$ cat config.mk
export PLATFORM = sky130hd
export DESIGN_NAME = dtc_timer
export DESIGN_NICKNAME = d
export VERILOG_FILES = /design/src/design/dtc_timer.v
export VERILOG_INCLUDE_DIRS = /design/src /design/src/common
export SDC_FILE = /design/constraint.sdc
export NUM_CORES = 1
export LEC_CHECK = 0
export ABC_AREA = 1
export CAP_MARGIN = 20
export CORE_ASPECT_RATIO = 0.7
export CORE_MARGIN = 2
export CORE_UTILIZATION = 51
export CTS_CLUSTER_DIAMETER = 120
export DETAILED_ROUTE_END_ITERATION = 6
export DONT_BUFFER_PORTS = 1
export PLACE_DENSITY = 0.66
export SLEW_MARGIN = 20
export SYNTH_ARGS = -nofsm -noshare
export SYNTH_HDL_FRONTEND = slang
export SYNTH_SLANG_ARGS = --single-unit
$ cat constraint.sdc
create_clock -name sys_clk -period 2.3 [get_ports sys_clk]
set_clock_uncertainty 0.15 [all_clocks]
set_input_delay 0 -clock sys_clk [delete_from_list [all_inputs] [get_ports sys_clk]]
set_output_delay 0 -clock sys_clk [all_outputs]
set_load 0.05 [all_outputs]
$ cat src/common/dtc_map.vh
// Purpose: Register offsets, field positions and reset values of the dual timer/counter
// Assumes: Byte-wide registers on an 8-bit address port
// Notes:   Definitions only
`ifndef DTC_MAP_VH
`define DTC_MAP_VH

`define DTC_ADDR_W          8
`define DTC_OFS_CTRL        8'h88
`define DTC_OFS_MODE        8'h89
`define DTC_OFS_CNT_LO_A    8'h8A
`define DTC_OFS_CNT_LO_B    8'h8B
`define DTC_OFS_CNT_HI_A    8'h8C
`define DTC_OFS_CNT_HI_B    8'h8D
`define DTC_OFS_CTRL_B      8'h91
`define DTC_OFS_RLD_LO_A    8'h92
`define DTC_OFS_RLD_LO_B    8'h93
`define DTC_OFS_RLD_HI_A    8'h94
`define DTC_OFS_RLD_HI_B    8'h95
`define DTC_OFS_PRESCALE    8'h96

`define DTC_CTRL_OVF_B      7
`define DTC_CTRL_RUN_B      6
`define DTC_CTRL_OVF_A      5
`define DTC_CTRL_RUN_A      4

`define DTC_MODE_GATE_B     7
`define DTC_MODE_FUNC_B     6
`define DTC_MODE_FIELD_B    5:4
`define DTC_MODE_GATE_A     3
`define DTC_MODE_FUNC_A     2
`define DTC_MODE_FIELD_A    1:0

`define DTC_CTRLB_PWM       7:6
`define DTC_CTRLB_PSC_B     5:3
`define DTC_CTRLB_PSC_A     2:0

`define DTC_PRE_VALUE       3:0
`define DTC_PRE_RC_OSC      4

`define DTC_RST_CTRL        8'h00
`define DTC_RST_MODE        8'h00
`define DTC_RST_CTRL_B      8'h24
`define DTC_RST_BYTE        8'h00
`define DTC_RST_PRESCALE    5'h00

`define DTC_MODE_VARIABLE   2'h0
`define DTC_MODE_RELOAD16   2'h1
`define DTC_MODE_RELOAD8    2'h2
`define DTC_MODE_STOPPED    2'h3

`endif

$ cat src/design/dtc_timer.v
// Purpose: Two 16-bit timer/counters with shared prescaler and three counting modes
// Assumes: One clock sys_clk, synchronous active-low reset, byte register port
// Notes:   Split mode is not provided; mode 3 holds the count
//
// The strobed register port and the register offsets were decided locally.
`timescale 1ns/1ps
`include "dtc_map.vh"

module dtc_timer #(
    parameter PIN_COUNT = 1
) (
    input  wire       sys_clk,
    input  wire       reset_n,
    input  wire [7:0] regAddr,
    input  wire [7:0] regWrData,
    input  wire       regWrite,
    input  wire       regRead,
    output reg  [7:0] regRdData_q,
    input  wire       countInputA,
    input  wire       countInputB,
    input  wire       gateInputA,
    input  wire       gateInputB,
    input  wire       port3LatchA,
    input  wire       port3LatchB,
    input  wire       intAckA,
    input  wire       intAckB,
    output reg        overflowFlagA_q,
    output reg        overflowFlagB_q
);

    // Next {flag, high, low} for one timer given one count pulse
    function [16:0] dtcStep;
        input [1:0] mode;
        input [2:0] psc;
        input [7:0] hi;
        input [7:0] lo;
        input [7:0] rldHi;
        input [7:0] rldLo;
        reg   [7:0] mask;
        reg   [7:0] loInc;
        begin
            mask  = 8'hFF >> (3'h7 - psc);
            loInc = lo + 8'h01;
            dtcStep = {1'b0, hi, lo};
            case (mode)
                `DTC_MODE_VARIABLE: begin
                    // Bits above the field keep their value; software ignores them
                    if ((lo & mask) == mask) begin
                        dtcStep = {(hi == 8'hFF), hi + 8'h01, lo & ~mask};
                    end else begin
                        dtcStep = {1'b0, hi, (lo & ~mask) | (loInc & mask)};
                    end
                end
                `DTC_MODE_RELOAD16: begin
                    if ({hi, lo} == 16'hFFFF) begin
                        dtcStep = {1'b1, rldHi, rldLo};
                    end else begin
                        dtcStep = {1'b0, {hi, lo} + 16'h0001};
                    end
                end
                `DTC_MODE_RELOAD8: begin
                    if (lo == 8'hFF) begin
                        dtcStep = {1'b1, hi, hi};
                    end else begin
                        dtcStep = {1'b0, hi, loInc};
                    end
                end
                default: begin
                    dtcStep = {1'b0, hi, lo};
                end
            endcase
        end
    endfunction

    reg  [7:0] ctrlReg_q;
    reg  [7:0] modeReg_q;
    reg  [7:0] ctrlRegB_q;
    reg  [4:0] prescaleReg_q;
    reg  [7:0] cntLoA_q;
    reg  [7:0] cntHiA_q;
    reg  [7:0] cntLoB_q;
    reg  [7:0] cntHiB_q;
    reg  [7:0] rldLoA_q;
    reg  [7:0] rldHiA_q;
    reg  [7:0] rldLoB_q;
    reg  [7:0] rldHiB_q;
    reg  [3:0] preCnt_q;
    reg  [3:0] pinSync1_q;
    reg  [3:0] pinSync2_q;
    reg  [3:0] pinSync3_q;
    reg  [3:0] pinFilt_q;
    reg  [1:0] cntPrev_q;

    wire       runA;
    wire       runB;
    wire       preTick;
    wire [1:0] cntLevel;
    wire [1:0] cntFall;
    wire       gateOkA;
    wire       gateOkB;
    wire       pulseA;
    wire       pulseB;
    wire [16:0] nextA;
    wire [16:0] nextB;
    wire       wrCtrl;
    wire       setA;
    wire       setB;

    assign runA = ctrlReg_q[`DTC_CTRL_RUN_A];
    assign runB = ctrlReg_q[`DTC_CTRL_RUN_B];

    // Shared divider; a zero prescale value ticks every cycle
    assign preTick = (preCnt_q == prescaleReg_q[`DTC_PRE_VALUE]);

    always @(posedge sys_clk) begin
        if (!reset_n) begin
            preCnt_q <= 4'h0;
        end else if (preTick) begin
            preCnt_q <= 4'h0;
        end else begin
            preCnt_q <= preCnt_q + 4'h1;
        end
    end

    // Pins: bits 0/1 count inputs, bits 2/3 gate inputs
    // Filtered level rises once stages two and three are both high, and falls as soon as they disagree
    always @(posedge sys_clk) begin
        if (!reset_n) begin
            pinSync1_q <= 4'h0;
            pinSync2_q <= 4'h0;
            pinSync3_q <= 4'h0;
            pinFilt_q  <= 4'h0;
        end else begin
            pinSync1_q <= {gateInputB, gateInputA, countInputB, countInputA};
            pinSync2_q <= pinSync1_q;
            pinSync3_q <= pinSync2_q;
            pinFilt_q  <= (pinFilt_q & ~(pinSync2_q ^ pinSync3_q)) |
                          (pinSync2_q & ~(pinSync2_q ^ pinSync3_q));
        end
    end

    // Latch bits are already on this clock and need no synchroniser
    assign cntLevel = (PIN_COUNT != 0) ? pinFilt_q[1:0]
                                       : {port3LatchB, port3LatchA};

    always @(posedge sys_clk) begin
        if (!reset_n) begin
            cntPrev_q <= 2'h0;
        end else begin
            cntPrev_q <= cntLevel;
        end
    end

    // High sample then low sample; one level per cycle caps rate at half clock
    assign cntFall = cntPrev_q & ~cntLevel;

    // Gate pins double as crystal pins, so they gate only on the RC clock
    assign gateOkA = ~modeReg_q[`DTC_MODE_GATE_A] | ~prescaleReg_q[`DTC_PRE_RC_OSC] |
                     pinFilt_q[2];
    assign gateOkB = ~modeReg_q[`DTC_MODE_GATE_B] | ~prescaleReg_q[`DTC_PRE_RC_OSC] |
                     pinFilt_q[3];

    assign pulseA = runA & gateOkA &
                    (modeReg_q[`DTC_MODE_FUNC_A] ? cntFall[0] : preTick);
    assign pulseB = runB & gateOkB &
                    (modeReg_q[`DTC_MODE_FUNC_B] ? cntFall[1] : preTick);

    assign nextA = dtcStep(modeReg_q[`DTC_MODE_FIELD_A], ctrlRegB_q[`DTC_CTRLB_PSC_A],
                           cntHiA_q, cntLoA_q, rldHiA_q, rldLoA_q);
    assign nextB = dtcStep(modeReg_q[`DTC_MODE_FIELD_B], ctrlRegB_q[`DTC_CTRLB_PSC_B],
                           cntHiB_q, cntLoB_q, rldHiB_q, rldLoB_q);

    assign wrCtrl = regWrite & (regAddr == `DTC_OFS_CTRL);
    assign setA   = pulseA & nextA[16];
    assign setB   = pulseB & nextB[16];

    // Control register; hardware set beats a same-cycle clear
    always @(posedge sys_clk) begin
        if (!reset_n) begin
            ctrlReg_q <= `DTC_RST_CTRL;
        end else begin
            if (wrCtrl) begin
                ctrlReg_q[`DTC_CTRL_RUN_A] <= regWrData[`DTC_CTRL_RUN_A];
                ctrlReg_q[`DTC_CTRL_RUN_B] <= regWrData[`DTC_CTRL_RUN_B];
            end
            if (setA) begin
                ctrlReg_q[`DTC_CTRL_OVF_A] <= 1'b1;
            end else if (intAckA) begin
                ctrlReg_q[`DTC_CTRL_OVF_A] <= 1'b0;
            end else if (wrCtrl) begin
                ctrlReg_q[`DTC_CTRL_OVF_A] <= regWrData[`DTC_CTRL_OVF_A];
            end
            if (setB) begin
                ctrlReg_q[`DTC_CTRL_OVF_B] <= 1'b1;
            end else if (intAckB) begin
                ctrlReg_q[`DTC_CTRL_OVF_B] <= 1'b0;
            end else if (wrCtrl) begin
                ctrlReg_q[`DTC_CTRL_OVF_B] <= regWrData[`DTC_CTRL_OVF_B];
            end
        end
    end

    always @(posedge sys_clk) begin
        if (!reset_n) begin
            overflowFlagA_q <= 1'b0;
            overflowFlagB_q <= 1'b0;
        end else begin
            overflowFlagA_q <= setA | (~intAckA & ctrlReg_q[`DTC_CTRL_OVF_A] & ~wrCtrl) |
                               (~intAckA & wrCtrl & regWrData[`DTC_CTRL_OVF_A]);
            overflowFlagB_q <= setB | (~intAckB & ctrlReg_q[`DTC_CTRL_OVF_B] & ~wrCtrl) |
                               (~intAckB & wrCtrl & regWrData[`DTC_CTRL_OVF_B]);
        end
    end

    // Configuration and reload storage
    always @(posedge sys_clk) begin
        if (!reset_n) begin
            modeReg_q     <= `DTC_RST_MODE;
            ctrlRegB_q    <= `DTC_RST_CTRL_B;
            prescaleReg_q <= `DTC_RST_PRESCALE;
            rldLoA_q      <= `DTC_RST_BYTE;
            rldHiA_q      <= `DTC_RST_BYTE;
            rldLoB_q      <= `DTC_RST_BYTE;
            rldHiB_q      <= `DTC_RST_BYTE;
        end else if (regWrite) begin
            case (regAddr)
                `DTC_OFS_MODE:     modeReg_q     <= regWrData;
                `DTC_OFS_CTRL_B:   ctrlRegB_q    <= regWrData;
                `DTC_OFS_PRESCALE: prescaleReg_q <= regWrData[4:0];
                `DTC_OFS_RLD_LO_A: rldLoA_q      <= regWrData;
                `DTC_OFS_RLD_HI_A: rldHiA_q      <= regWrData;
                `DTC_OFS_RLD_LO_B: rldLoB_q      <= regWrData;
                `DTC_OFS_RLD_HI_B: rldHiB_q      <= regWrData;
                default: begin
                end
            endcase
        end
    end

    // Count registers; a software write wins over a count in the same cycle
    always @(posedge sys_clk) begin
        if (!reset_n) begin
            cntLoA_q <= `DTC_RST_BYTE;
            cntHiA_q <= `DTC_RST_BYTE;
        end else begin
            if (pulseA) begin
                cntHiA_q <= nextA[15:8];
                cntLoA_q <= nextA[7:0];
            end
            if (regWrite && regAddr == `DTC_OFS_CNT_LO_A) begin
                cntLoA_q <= regWrData;
            end
            if (regWrite && regAddr == `DTC_OFS_CNT_HI_A) begin
                cntHiA_q <= regWrData;
            end
        end
    end

    always @(posedge sys_clk) begin
        if (!reset_n) begin
            cntLoB_q <= `DTC_RST_BYTE;
            cntHiB_q <= `DTC_RST_BYTE;
        end else begin
            if (pulseB) begin
                cntHiB_q <= nextB[15:8];
                cntLoB_q <= nextB[7:0];
            end
            if (regWrite && regAddr == `DTC_OFS_CNT_LO_B) begin
                cntLoB_q <= regWrData;
            end
            if (regWrite && regAddr == `DTC_OFS_CNT_HI_B) begin
                cntHiB_q <= regWrData;
            end
        end
    end

    // Read data valid the cycle after the strobe only; zero otherwise
    always @(posedge sys_clk) begin
        if (!reset_n) begin
            regRdData_q <= 8'h00;
        end else if (regRead) begin
            case (regAddr)
                `DTC_OFS_CTRL:     regRdData_q <= {ctrlReg_q[7:4], 4'h0};
                `DTC_OFS_MODE:     regRdData_q <= modeReg_q;
                `DTC_OFS_CNT_LO_A: regRdData_q <= cntLoA_q;
                `DTC_OFS_CNT_LO_B: regRdData_q <= cntLoB_q;
                `DTC_OFS_CNT_HI_A: regRdData_q <= cntHiA_q;
                `DTC_OFS_CNT_HI_B: regRdData_q <= cntHiB_q;
                `DTC_OFS_CTRL_B:   regRdData_q <= ctrlRegB_q;
                `DTC_OFS_RLD_LO_A: regRdData_q <= rldLoA_q;
                `DTC_OFS_RLD_LO_B: regRdData_q <= rldLoB_q;
                `DTC_OFS_RLD_HI_A: regRdData_q <= rldHiA_q;
                `DTC_OFS_RLD_HI_B: regRdData_q <= rldHiB_q;
                `DTC_OFS_PRESCALE: regRdData_q <= {3'h0, prescaleReg_q};
                default:           regRdData_q <= 8'h00;
            endcase
        end else begin
            regRdData_q <= 8'h00;
        end
    end

endmodule

==> report_table.html, run 1 <==
<table>
<tr><th>Metric</th><th>Value</th></tr>
<tr><th colspan="2">STA</th></tr>
<tr><td>Setup violations, final</td><td>0</td></tr>
<tr><td>Maximum operating frequency</td><td>461.2 MHz</td></tr>
<tr><td>Worst slew slack as a fraction of its limit</td><td>0.4557</td></tr>
<tr><td>Part of the cycle the worst path needs</td><td>0.9427</td></tr>
<tr><td>Actual transition at the worst max-transition pin</td><td>0.8138 ns</td></tr>
<tr><td>RSZ-0062 raised after global routing</td><td>no</td></tr>
<tr><td>Setup total negative slack</td><td>0 ns</td></tr>
<tr><td>Final count of pins violating max slew</td><td>0</td></tr>
<tr><td>Number of hold violations in the final report</td><td>0</td></tr>
<tr><td>Final critical path time including I/O delays and setup</td><td>2.168 ns</td></tr>
<tr><td>Worst setup slack after layout</td><td>0.1318 ns</td></tr>
<tr><th colspan="2">Pwr</th></tr>
<tr><td>Part of the power in combinational logic</td><td>0.045</td></tr>
<tr><td>Maximum vdd ir drop</td><td>0.5206 mV</td></tr>
<tr><td>Part of the total power dissipated in the clock network</td><td>0.531</td></tr>
<tr><td>Power Density</td><td>530.3 mW/mm^2</td></tr>
<tr><td>Net Sw Frac</td><td>0.2737</td></tr>
<tr><td>Standby leakage power</td><td>4.248 nW</td></tr>
<tr><td>Cell internal power dissipation</td><td>3.621 mW</td></tr>
<tr><td>Relative contribution of sequential cells to total power</td><td>0.424</td></tr>
<tr><td>P_sw</td><td>1.364 mW</td></tr>
<tr><th colspan="2">Detailed routing</th></tr>
<tr><td>Drt total wl</td><td>31.39 mm</td></tr>
<tr><td>Via count</td><td>9069</td></tr>
<tr><td>Average routed wire per standard cell</td><td>19.62 um</td></tr>
<tr><td>Number of design-rule violations left by the first detailed-router iteration</td><td>1320</td></tr>
<tr><td>Final ANT Viol Nets</td><td>0</td></tr>
<tr><td>1st-pass router iterations</td><td>6</td></tr>
<tr><td>DRC violations left</td><td>0</td></tr>
<tr><td>Vias/cell</td><td>5.668</td></tr>
<tr><th colspan="2">Die</th></tr>
<tr><td>Std-Cell Core Area</td><td>0.01540 mm^2</td></tr>
<tr><td>Ports placed on the boundary</td><td>38</td></tr>
<tr><td>Vertical extent of the die</td><td>108.8 um</td></tr>
<tr><td>Area of the die</td><td>0.01674 mm^2</td></tr>
<tr><td>Starting density of the core</td><td>0.5198</td></tr>
<tr><td>Total number of placement rows</td><td>38</td></tr>
<tr><td>Width of the chip</td><td>153.8 um</td></tr>
<tr><th colspan="2">Synth</th></tr>
<tr><td>Post-Synthesis Cell Area</td><td>0.008008 mm^2</td></tr>
<tr><td>Area share of the leading cell type in the synthesized netlist</td><td>0.3025</td></tr>
<tr><td>Number of instances in the synthesized netlist</td><td>1323</td></tr>
<tr><td>Mapped Nets</td><td>1360</td></tr>
<tr><td>Share of synthesized registers carrying an async set or reset</td><td>0</td></tr>
<tr><td>Most area-consuming cells after synthesis</td><td>dfxtp_1 30%, nand2_1 16%, inv_1 8.6%</td></tr>
<tr><td>Yosys warning count</td><td>0</td></tr>
<tr><td>Flip-flop and latch count after synthesis</td><td>121</td></tr>
<tr><td>Average footprint of a synthesized cell</td><td>6.053 um^2</td></tr>
<tr><td>Most used flip-flop cell after synthesis</td><td>dfxtp_1</td></tr>
<tr><td>Distinct cell type count of the synthesized netlist</td><td>41</td></tr>
<tr><td>Sequential-to-total area share from yosys stat</td><td>0.3025</td></tr>
<tr><td>Cell taking the most area after synthesis</td><td>dfxtp_1</td></tr>
<tr><td>EDFF count, synth</td><td>0</td></tr>
<tr><th colspan="2">Global route</th></tr>
<tr><td>Maximum number of pins on one net before global-route repair</td><td>76</td></tr>
<tr><td>All-layer global routing usage</td><td>0.3802</td></tr>
<tr><td>Via count of the first global-routing pass</td><td>8032</td></tr>
<tr><td>Initial antenna violation count</td><td>3</td></tr>
<tr><td>Gr ovfl total</td><td>0</td></tr>
<tr><td>Global-route wire length before repair</td><td>47.96 mm</td></tr>
<tr><th colspan="2">Worst setup path</th></tr>
<tr><td>Arrival time at the worst endpoint</td><td>2.34 ns</td></tr>
<tr><td>Type of destination of the critical path</td><td>flip-flop</td></tr>
<tr><td>Critical Path, Cell by Cell</td><td>ha_1 &gt; nand2_1 &gt; nor2_2 &gt; nand2_2 &gt; nor2_4 &gt; buf_4 &gt; a21oi_1 &gt; a21oi_1 &gt; nand2_1 &gt; nand2_1 &gt; a21oi_1</td></tr>
<tr><td>Flop2flop setup slack</td><td>0.13 ns</td></tr>
<tr><td>Highest net fanout along the worst path</td><td>10</td></tr>
<tr><td>Slowest CP cell</td><td>dfxtp_1</td></tr>
<tr><td>Number of buffer and inverter stages on the critical path</td><td>1</td></tr>
<tr><td>Data required time at the worst endpoint</td><td>2.48 ns</td></tr>
<tr><td>Crit path max-delay family</td><td>simple AND/OR/NAND/NOR gates</td></tr>
<tr><td>Type of the worst setup path</td><td>flip-flop to flip-flop</td></tr>
<tr><td>Startpoint type of the worst setup path</td><td>flip-flop</td></tr>
<tr><td>Longest individual stage delay on the worst path</td><td>0.37 ns</td></tr>
<tr><th colspan="2">Clock tree</th></tr>
<tr><td>Worst-path clk slew</td><td>0.07 ns</td></tr>
<tr><td>Sinks on Clock Net</td><td>121</td></tr>
<tr><td>Clock tree from TritonCTS</td><td>built</td></tr>
<tr><td>Number of buffers created by CTS</td><td>17</td></tr>
<tr><td>Clk Latency, worst-skew pair</td><td>0.44 ns</td></tr>
<tr><td>Total number of H-tree levels</td><td>4</td></tr>
<tr><td>Library cell used as clock root buffer</td><td>clkbuf_16</td></tr>
<tr><td>Buffers from clock root to sink, at most</td><td>2</td></tr>
<tr><th colspan="2">Place</th></tr>
<tr><td>I/O Buffers</td><td>0</td></tr>
<tr><td>Worst setup slack before clock tree synthesis</td><td>0.07878 ns</td></tr>
<tr><td>Post-detail-place hpwl</td><td>23.25 mm</td></tr>
<tr><td>Placer Congestion</td><td>0.9997</td></tr>
<tr><th colspan="2">Final layout</th></tr>
<tr><td>Number of filler instances in the final layout</td><td>1539</td></tr>
<tr><td>Syn-to-layout area delta</td><td>17.37%</td></tr>
<tr><td>Fraction of final layout cells with drive strength greater than 1</td><td>0.1030</td></tr>
<tr><td>Total number of nets in the final design</td><td>1422</td></tr>
<tr><th colspan="2">Status</th></tr>
<tr><td>Outcome</td><td>completed</td></tr>
<tr><th colspan="2">Min path</th></tr>
<tr><td>Class of the worst hold path</td><td>input port to flip-flop</td></tr>
<tr><th colspan="2">Flow run</th></tr>
<tr><td>Number of max-cap violations</td><td>0</td></tr>
</table>
-- power groups by stage --
stage | clock network, mW | registers [mW] | logic, mW
global route | 2.74 | 2.11 | 0.239
detailed placement | 0 | 2.16 | 0.109
finish | 2.65 | 2.11 | 0.223
global placement | 0 | 2.16 | 0.108
CTS | 2.66 | 2.11 | 0.215
floorplan | 0 | 2.16 | 0.107
-- state kept, by name, indices dropped and copies added (netlist names), 2 cells and up --
register	cells
pinSync2_q	4
pinSync1_q	4
prescaleReg_q	5
ctrlReg_q	4
rldHiA_q	8
modeReg_q	8
cntHiB_q	8
cntPrev_q	2
cntLoB_q	8
cntLoA_q	8
cntHiA_q	8
rldHiB_q	8
pinSync3_q	4
preCnt_q	4
rldLoB_q	8
ctrlRegB_q	8
regRdData_q	8
rldLoA_q	8
pinFilt_q	4
-- per-layer routing --
| metal | vias up | routed length (um) | GRT usage |
|---|---|---|---|
| li1 | 4403 | - | - |
| met1 | 4084 | 14380 | 0.5717 |
| met2 | 537 | 12020 | 0.5187 |
| met3 | 41 | 4559 | 0.1292 |
| met4 | 4 | 403 | 0.07929 |
| met5 | - | 27 | 0 |
-- final cells by class --
cell class / count / area [um^2] / share of cell area
inverters: 191 / 716.9 / 0.07628
diodes: 2 / 5.005 / 0.0005325
clock inverters: 15 / 150.1 / 0.01597
clock buffers: 17 / 425.4 / 0.04526
repair buffers: 85 / 745.7 / 0.07934
well taps: 200 / 250.2 / 0.02662
flip-flops and latches: 121 / 2424 / 0.2579
multi-input cells: 969 / 4682 / 0.4981
-- stage by stage --
step                      cells  hold WS (ns)  cell area, um^2  power [mW]    util
after floorplan            1323      -0.05237             8008       2.266       -
after global placement     1532      -0.05165             8437       2.268  0.5477
final                      1600       0.04606             9399       4.985  0.6101
after detailed placement   1532      -0.04690             8437       2.270  0.5477
after global routing       1598       0.05952             9394       5.092  0.6098
after CTS                  1595      0.008636             9340       4.992  0.6063
-- synth_stat cells (all sizes together), types with 13 or more instances --
library cell	number
xor2	13
clkbuf	25
o211ai	16
a21oi	95
o21ai	106
dfxtp	121
nand3	121
inv	191
o22ai	39
nand2	367
buf	17
nor2	167
nand4	14
-- path summary, 6_finish.rpt --
kind,start,endpoint,depth (start not counted)
worst min-delay path,regAddr[7],ctrlReg_q[6]$_SDFFE_PN0P_,6
worst min register to register,pinSync1_q[3]$_SDFF_PN0_,pinSync2_q[3]$_SDFF_PN0_,2
worst max-delay path,cntLoA_q[1]$_SDFFE_PN0P_,cntLoA_q[2]$_SDFFE_PN0P_,11
worst max register to register,cntLoA_q[1]$_SDFFE_PN0P_,cntLoA_q[2]$_SDFFE_PN0P_,11
-- layout by cell type, fill, tap and decap left out, types with 5 or more instances in the layout --
| master | n |
|---|---|
| o211ai_1 | 16 |
| o21ai_0 | 104 |
| nand3_1 | 120 |
| nor2_2 | 11 |
| nand2_1 | 346 |
| inv_6 | 5 |
| ha_1 | 9 |
| nand2_2 | 18 |
| xor2_1 | 13 |
| nor2_4 | 9 |
| dfxtp_1 | 120 |
| nor2_1 | 146 |
| nor3_1 | 5 |
| buf_4 | 53 |
| inv_2 | 7 |
| o22ai_1 | 39 |
| inv_1 | 184 |
| clkbuf_16 | 17 |
| a21oi_1 | 94 |
| inv_8 | 5 |
| dlygate4sd3_1 | 30 |
| nand4_1 | 13 |
-- cell families (layout without fill, tap and decap cells) --
logic type	after synthesis	count (layout)	share of synthesized area
AND/OR/NAND/NOR	680	680	0.3700
AO/OA/AOI/OAI	264	264	0.1794
buffers and inverters	233	308	0.1166
flip-flops	121	121	0.3025
XOR/XNOR	16	16	0.01750
adder cells (fa/ha/maj)	9	9	0.01406
other	0	2	0
-- worst register-to-register path, stage by stage, from the launching register on --
cell and delay [ns]:
dfxtp_1 0.37, ha_1 0.21, nand2_1 0.09, nor2_2 0.15, nand2_2 0.15, nor2_4 0.30
buf_4 0.18, a21oi_1 0.06, a21oi_1 0.21, nand2_1 0.08, nand2_1 0.06, a21oi_1 0.05
-- repair_timing --
item                                    4_1_cts  5_1_grt
buffers inserted                              0        3
hold buffers                                 31        0
endpoints found under the setup margin        0       24
endpoints found under the hold margin       121        0
resized for setup                             0       10
(Power assumes the default switching activity.)
==> run 2: changes to the inputs <==
CTS_BUF_LIST = sky130_fd_sc_hd__clkbuf_8   (was unset)
CTS_CLUSTER_SIZE = 20   (was unset)
==> run 2 against run 1 <==
  * The flow now finishes with violations (DRC)
  * Sequential share of layout area is 0.27 points higher
  * Combinational power about the same
  * Power is 14% lower
  * Highest routed layer unchanged
==> report_table.html, run 2 (same netlist as run 1, synthesis figures left out) <==
<table>
<tr><th>Metric</th><th>Value</th></tr>
<tr><th colspan="2">Status</th></tr>
<tr><td>Outcome</td><td>complete, but fails checks (was completed)</td></tr>
<tr><td>Violated checks</td><td>DRC</td></tr>
<tr><th colspan="2">Worst setup path</th></tr>
<tr><td>Number of buffer and inverter stages on the critical path</td><td>3 (was 1)</td></tr>
<tr><td>Type of the worst setup path</td><td>input port to flip-flop (was flip-flop to flip-flop)</td></tr>
<tr><td>Type of destination of the critical path</td><td>flip-flop (unchanged)</td></tr>
<tr><td>Longest individual stage delay on the worst path</td><td>0.61 ns (was 0.37 ns)</td></tr>
<tr><td>Data required time at the worst endpoint</td><td>2.50 ns (was 2.48 ns)</td></tr>
<tr><td>Critical Path, Cell by Cell</td><td>dlygate4sd3_1 &gt; nand2_1 &gt; dlygate4sd3_1 &gt; nor2_1 &gt; nand2_2 &gt; nor2_4 &gt; dlygate4sd3_1 &gt; a21oi_1 (was ha_1 &gt; nand2_1 &gt; nor2_2 &gt; nand2_2 &gt; nor2_4 &gt; buf_4 &gt; a21oi_1 &gt; a21oi_1 &gt; nand2_1 &gt; nand2_1 &gt; a21oi_1)</td></tr>
<tr><td>Worst path most repeated cell</td><td>dlygate4sd3_1</td></tr>
<tr><td>Highest net fanout along the worst path</td><td>6 (was 10)</td></tr>
<tr><td>FF-to-FF path depth</td><td>11 (unchanged)</td></tr>
<tr><td>Flop2flop setup slack</td><td>0.11 ns (was 0.13 ns)</td></tr>
<tr><td>Startpoint of the lowest-slack register-to-register path</td><td>cntLoA_q[1]$_SDFFE_PN0P_ (unchanged)</td></tr>
<tr><td>Slowest CP cell</td><td>dlygate4sd3_1 (was dfxtp_1)</td></tr>
<tr><td>Crit path max-delay family</td><td>buffers and inverters (was simple AND/OR/NAND/NOR gates)</td></tr>
<tr><td>Endpoint of the lowest-slack register-to-register path</td><td>cntHiA_q[2]$_SDFFE_PN0P_ (was cntLoA_q[2]$_SDFFE_PN0P_)</td></tr>
<tr><td>Arrival time at the worst endpoint</td><td>2.46 ns (was 2.34 ns)</td></tr>
<tr><td>Startpoint type of the worst setup path</td><td>input port (was flip-flop)</td></tr>
<tr><th colspan="2">STA</th></tr>
<tr><td>Number of hold violations in the final report</td><td>0 (unchanged)</td></tr>
<tr><td>RSZ-0062 raised after global routing</td><td>no (unchanged)</td></tr>
<tr><td>Worst hold-check slack</td><td>0.01606 ns (was 0.04606 ns)</td></tr>
<tr><td>Final count of pins violating max slew</td><td>0 (unchanged)</td></tr>
<tr><td>Setup violations, final</td><td>0 (unchanged)</td></tr>
<tr><td>Final critical path time including I/O delays and setup</td><td>2.255 ns (was 2.168 ns)</td></tr>
<tr><td>Maximum operating frequency</td><td>443.5 MHz (was 461.2 MHz)</td></tr>
<tr><td>Setup total negative slack</td><td>0 ns (unchanged)</td></tr>
<tr><td>Actual transition at the worst max-transition pin</td><td>0.8257 ns (was 0.8138 ns)</td></tr>
<tr><td>Worst slew slack as a fraction of its limit</td><td>0.4477 (was 0.4557)</td></tr>
<tr><td>Part of the cycle the worst path needs</td><td>0.9804 (was 0.9427)</td></tr>
<tr><th colspan="2">Final layout</th></tr>
<tr><td>Fraction of final layout cells with drive strength greater than 1</td><td>0.1046 (was 0.1030)</td></tr>
<tr><td>Number of filler instances in the final layout</td><td>1560 (was 1539)</td></tr>
<tr><td>Post-route design area</td><td>0.009303 mm^2 (was 0.009399 mm^2)</td></tr>
<tr><td>Total number of nets in the final design</td><td>1430 (was 1422)</td></tr>
<tr><td>Most common cell after layout, fill and taps aside</td><td>nand2_1 (unchanged)</td></tr>
<tr><td>Most frequent cells in the layout</td><td>345 x nand2_1, 183 x inv_1, 146 x nor2_1, 120 x nand3_1, 120 x dfxtp_1 (was 346 x nand2_1, 184 x inv_1, 146 x nor2_1, 120 x nand3_1, 120 x dfxtp_1)</td></tr>
<tr><td>Syn-to-layout area delta</td><td>16.17% (was 17.37%)</td></tr>
<tr><th colspan="2">Place</th></tr>
<tr><td>Cell area after placement</td><td>0.008437 mm^2 (unchanged)</td></tr>
<tr><td>Placer Congestion</td><td>0.9997 (unchanged)</td></tr>
<tr><td>Post-detail-place hpwl</td><td>23.25 mm (unchanged)</td></tr>
<tr><td>I/O Buffers</td><td>0 (unchanged)</td></tr>
<tr><th colspan="2">Clock tree</th></tr>
<tr><td>Number of buffers created by CTS</td><td>17 (unchanged)</td></tr>
<tr><td>Clock tree from TritonCTS</td><td>built (unchanged)</td></tr>
<tr><td>Total number of H-tree levels</td><td>4 (unchanged)</td></tr>
<tr><td>Sinks on Clock Net</td><td>121 (unchanged)</td></tr>
<tr><td>Clk Latency, worst-skew pair</td><td>0.48 ns (was 0.44 ns)</td></tr>
<tr><td>Worst-path clk slew</td><td>0.09 ns (was 0.07 ns)</td></tr>
<tr><td>Library cell used as clock root buffer</td><td>clkbuf_8 (was clkbuf_16)</td></tr>
<tr><td>Buffers from clock root to sink, at most</td><td>2 (unchanged)</td></tr>
<tr><th colspan="2">Global route</th></tr>
<tr><td>Via count of the first global-routing pass</td><td>8053 (was 8032)</td></tr>
<tr><td>Global-route wire length before repair</td><td>47.67 mm (was 47.96 mm)</td></tr>
<tr><td>Maximum number of pins on one net before global-route repair</td><td>76 (unchanged)</td></tr>
<tr><td>Met3 Track Usage GR</td><td>0.1804 (was 0.1292)</td></tr>
<tr><td>Initial antenna violation count</td><td>4 (was 3)</td></tr>
<tr><td>Met1 Resource Use GR</td><td>0.5430 (was 0.5717)</td></tr>
<tr><td>All-layer global routing usage</td><td>0.3790 (was 0.3802)</td></tr>
<tr><td>Most Used Layer, Global Route</td><td>met1 (unchanged)</td></tr>
<tr><td>Met2 global-route usage</td><td>0.5149 (was 0.5187)</td></tr>
<tr><td>Gr ovfl total</td><td>0 (unchanged)</td></tr>
<tr><th colspan="2">Flow run</th></tr>
<tr><td>Number of max-cap violations</td><td>0 (unchanged)</td></tr>
<tr><th colspan="2">Die</th></tr>
<tr><td>Std-Cell Core Area</td><td>0.01540 mm^2 (unchanged)</td></tr>
<tr><td>Total number of placement rows</td><td>38 (unchanged)</td></tr>
<tr><td>Ports placed on the boundary</td><td>38 (unchanged)</td></tr>
<tr><td>Width of the chip</td><td>153.8 um (unchanged)</td></tr>
<tr><td>Area of the die</td><td>0.01674 mm^2 (unchanged)</td></tr>
<tr><td>Starting density of the core</td><td>0.5198 (unchanged)</td></tr>
<tr><td>Vertical extent of the die</td><td>108.8 um (unchanged)</td></tr>
<tr><th colspan="2">Detailed routing</th></tr>
<tr><td>Vias/cell</td><td>5.595 (was 5.668)</td></tr>
<tr><td>DRC violations left</td><td>1 (was 0)</td></tr>
<tr><td>Drt total wl</td><td>31.44 mm (was 31.39 mm)</td></tr>
<tr><td>Final ANT Viol Nets</td><td>0 (unchanged)</td></tr>
<tr><td>Average routed wire per standard cell</td><td>19.54 um (was 19.62 um)</td></tr>
<tr><td>Via count</td><td>9003 (was 9069)</td></tr>
<tr><td>Number of design-rule violations left by the first detailed-router iteration</td><td>1202 (was 1320)</td></tr>
<tr><td>1st-pass router iterations</td><td>7 (was 6)</td></tr>
<tr><th colspan="2">Min path</th></tr>
<tr><td>Origin of the worst min-delay path</td><td>reset_n (was regAddr[7])</td></tr>
<tr><td>Number of cells on the worst hold path</td><td>3 (was 6)</td></tr>
<tr><td>Hold Crit Endpoint</td><td>pinSync1_q[1]$_SDFF_PN0_ (was ctrlReg_q[6]$_SDFFE_PN0P_)</td></tr>
<tr><td>Class of the worst hold path</td><td>input port to flip-flop (unchanged)</td></tr>
<tr><th colspan="2">Pwr</th></tr>
<tr><td>Maximum vdd ir drop</td><td>0.4377 mV (was 0.5206 mV)</td></tr>
<tr><td>Power Density</td><td>459.4 mW/mm^2 (was 530.3 mW/mm^2)</td></tr>
<tr><td>Standby leakage power</td><td>4.199 nW (was 4.248 nW)</td></tr>
<tr><td>Sum of internal, switching and leakage power</td><td>4.274 mW (was 4.985 mW)</td></tr>
</table>
[run 2: cell count changes in the layout (fill, tap and decap cells not counted), sizes merged]
cell and change:
buf +1, dlygate4sd3 +7, diode +1
[run 2: worst max-delay path by stage]
stage / startpoint / endpoint / slack, ns / cells after the start
after floorplan: cntHiB_q[0]$_SDFFE_PN0P_ / cntHiB_q[7]$_SDFFE_PN0P_ / 0.37 / 13
after global placement: cntLoB_q[0]$_SDFFE_PN0P_ / cntLoB_q[0]$_SDFFE_PN0P_ / 0.06 / 10
after detailed placement: cntLoB_q[0]$_SDFFE_PN0P_ / cntLoB_q[0]$_SDFFE_PN0P_ / 0.08 / 10
after CTS: regAddr[5] / ctrlReg_q[5]$_SDFFE_PN0P_ / 0.06 / 12
after global routing: cntLoB_q[4]$_SDFFE_PN0P_ / cntHiB_q[1]$_SDFFE_PN0P_ / 0.003 / 9
final: regAddr[2] / prescaleReg_q[3]$_SDFFE_PN0P_ / 0.05 / 8
[run 2: routing by layer]
metal	vias to the layer above	routed length, um	share of wire
met5	-	27	0.00086
met4	4	433	0.014
met3	39	5044	0.16
met2	541	11890	0.38
met1	4006	14040	0.45
li1	4413	-	-
[run 2: through the flow]
stage                     utilization  setup slack (ns)  instances
after floorplan                     -            0.3678       1323
after global placement         0.5477           0.05598       1532
after detailed placement       0.5477           0.07878       1532
after CTS                      0.5984           0.05741       1602
after global routing           0.6036          0.002879       1607
final                          0.6039           0.04512       1609
[run 2: repair_timing]
item                                   in CTS  in global routing
hold buffers                               38                  0
setup buffers                               0                  4
endpoints found under the hold margin     121                  0
gates resized for setup                     0                 15
setup endpoints to repair                   0                 28
[run 2: report_power, final]
group          internal, mW  switching [mW]  leakage, nW
Combinational        0.0739           0.151         3.03
Sequential             2.11         0.00608        0.976
Clock                 0.809            1.13        0.195
[run 2: worst register-to-register path, stage by stage, from the launching register on]
cell	delay [ns]
dfxtp_1	0.38
ha_1	0.20
nand2_1	0.09
nor2_2	0.15
nand2_2	0.15
nor2_4	0.30
buf_4	0.18
nand2_1	0.04
nand3_1	0.11
nand3_1	0.12
a21oi_1	0.16
nor2_1	0.05
[run 2: area by class of cell]
cell class                 instances  area, um^2  share of cell area
inverter                         191       719.4             0.07734
tap                              200       250.2             0.02690
clock buffer                      17       234.0             0.02515
timing repair buffer              93       823.3             0.08850
antenna                            3       7.507           0.0008070
clock inverter                    15       150.1             0.01614
sequential                       121        2424              0.2605
multi-input combinational        969        4695              0.5046
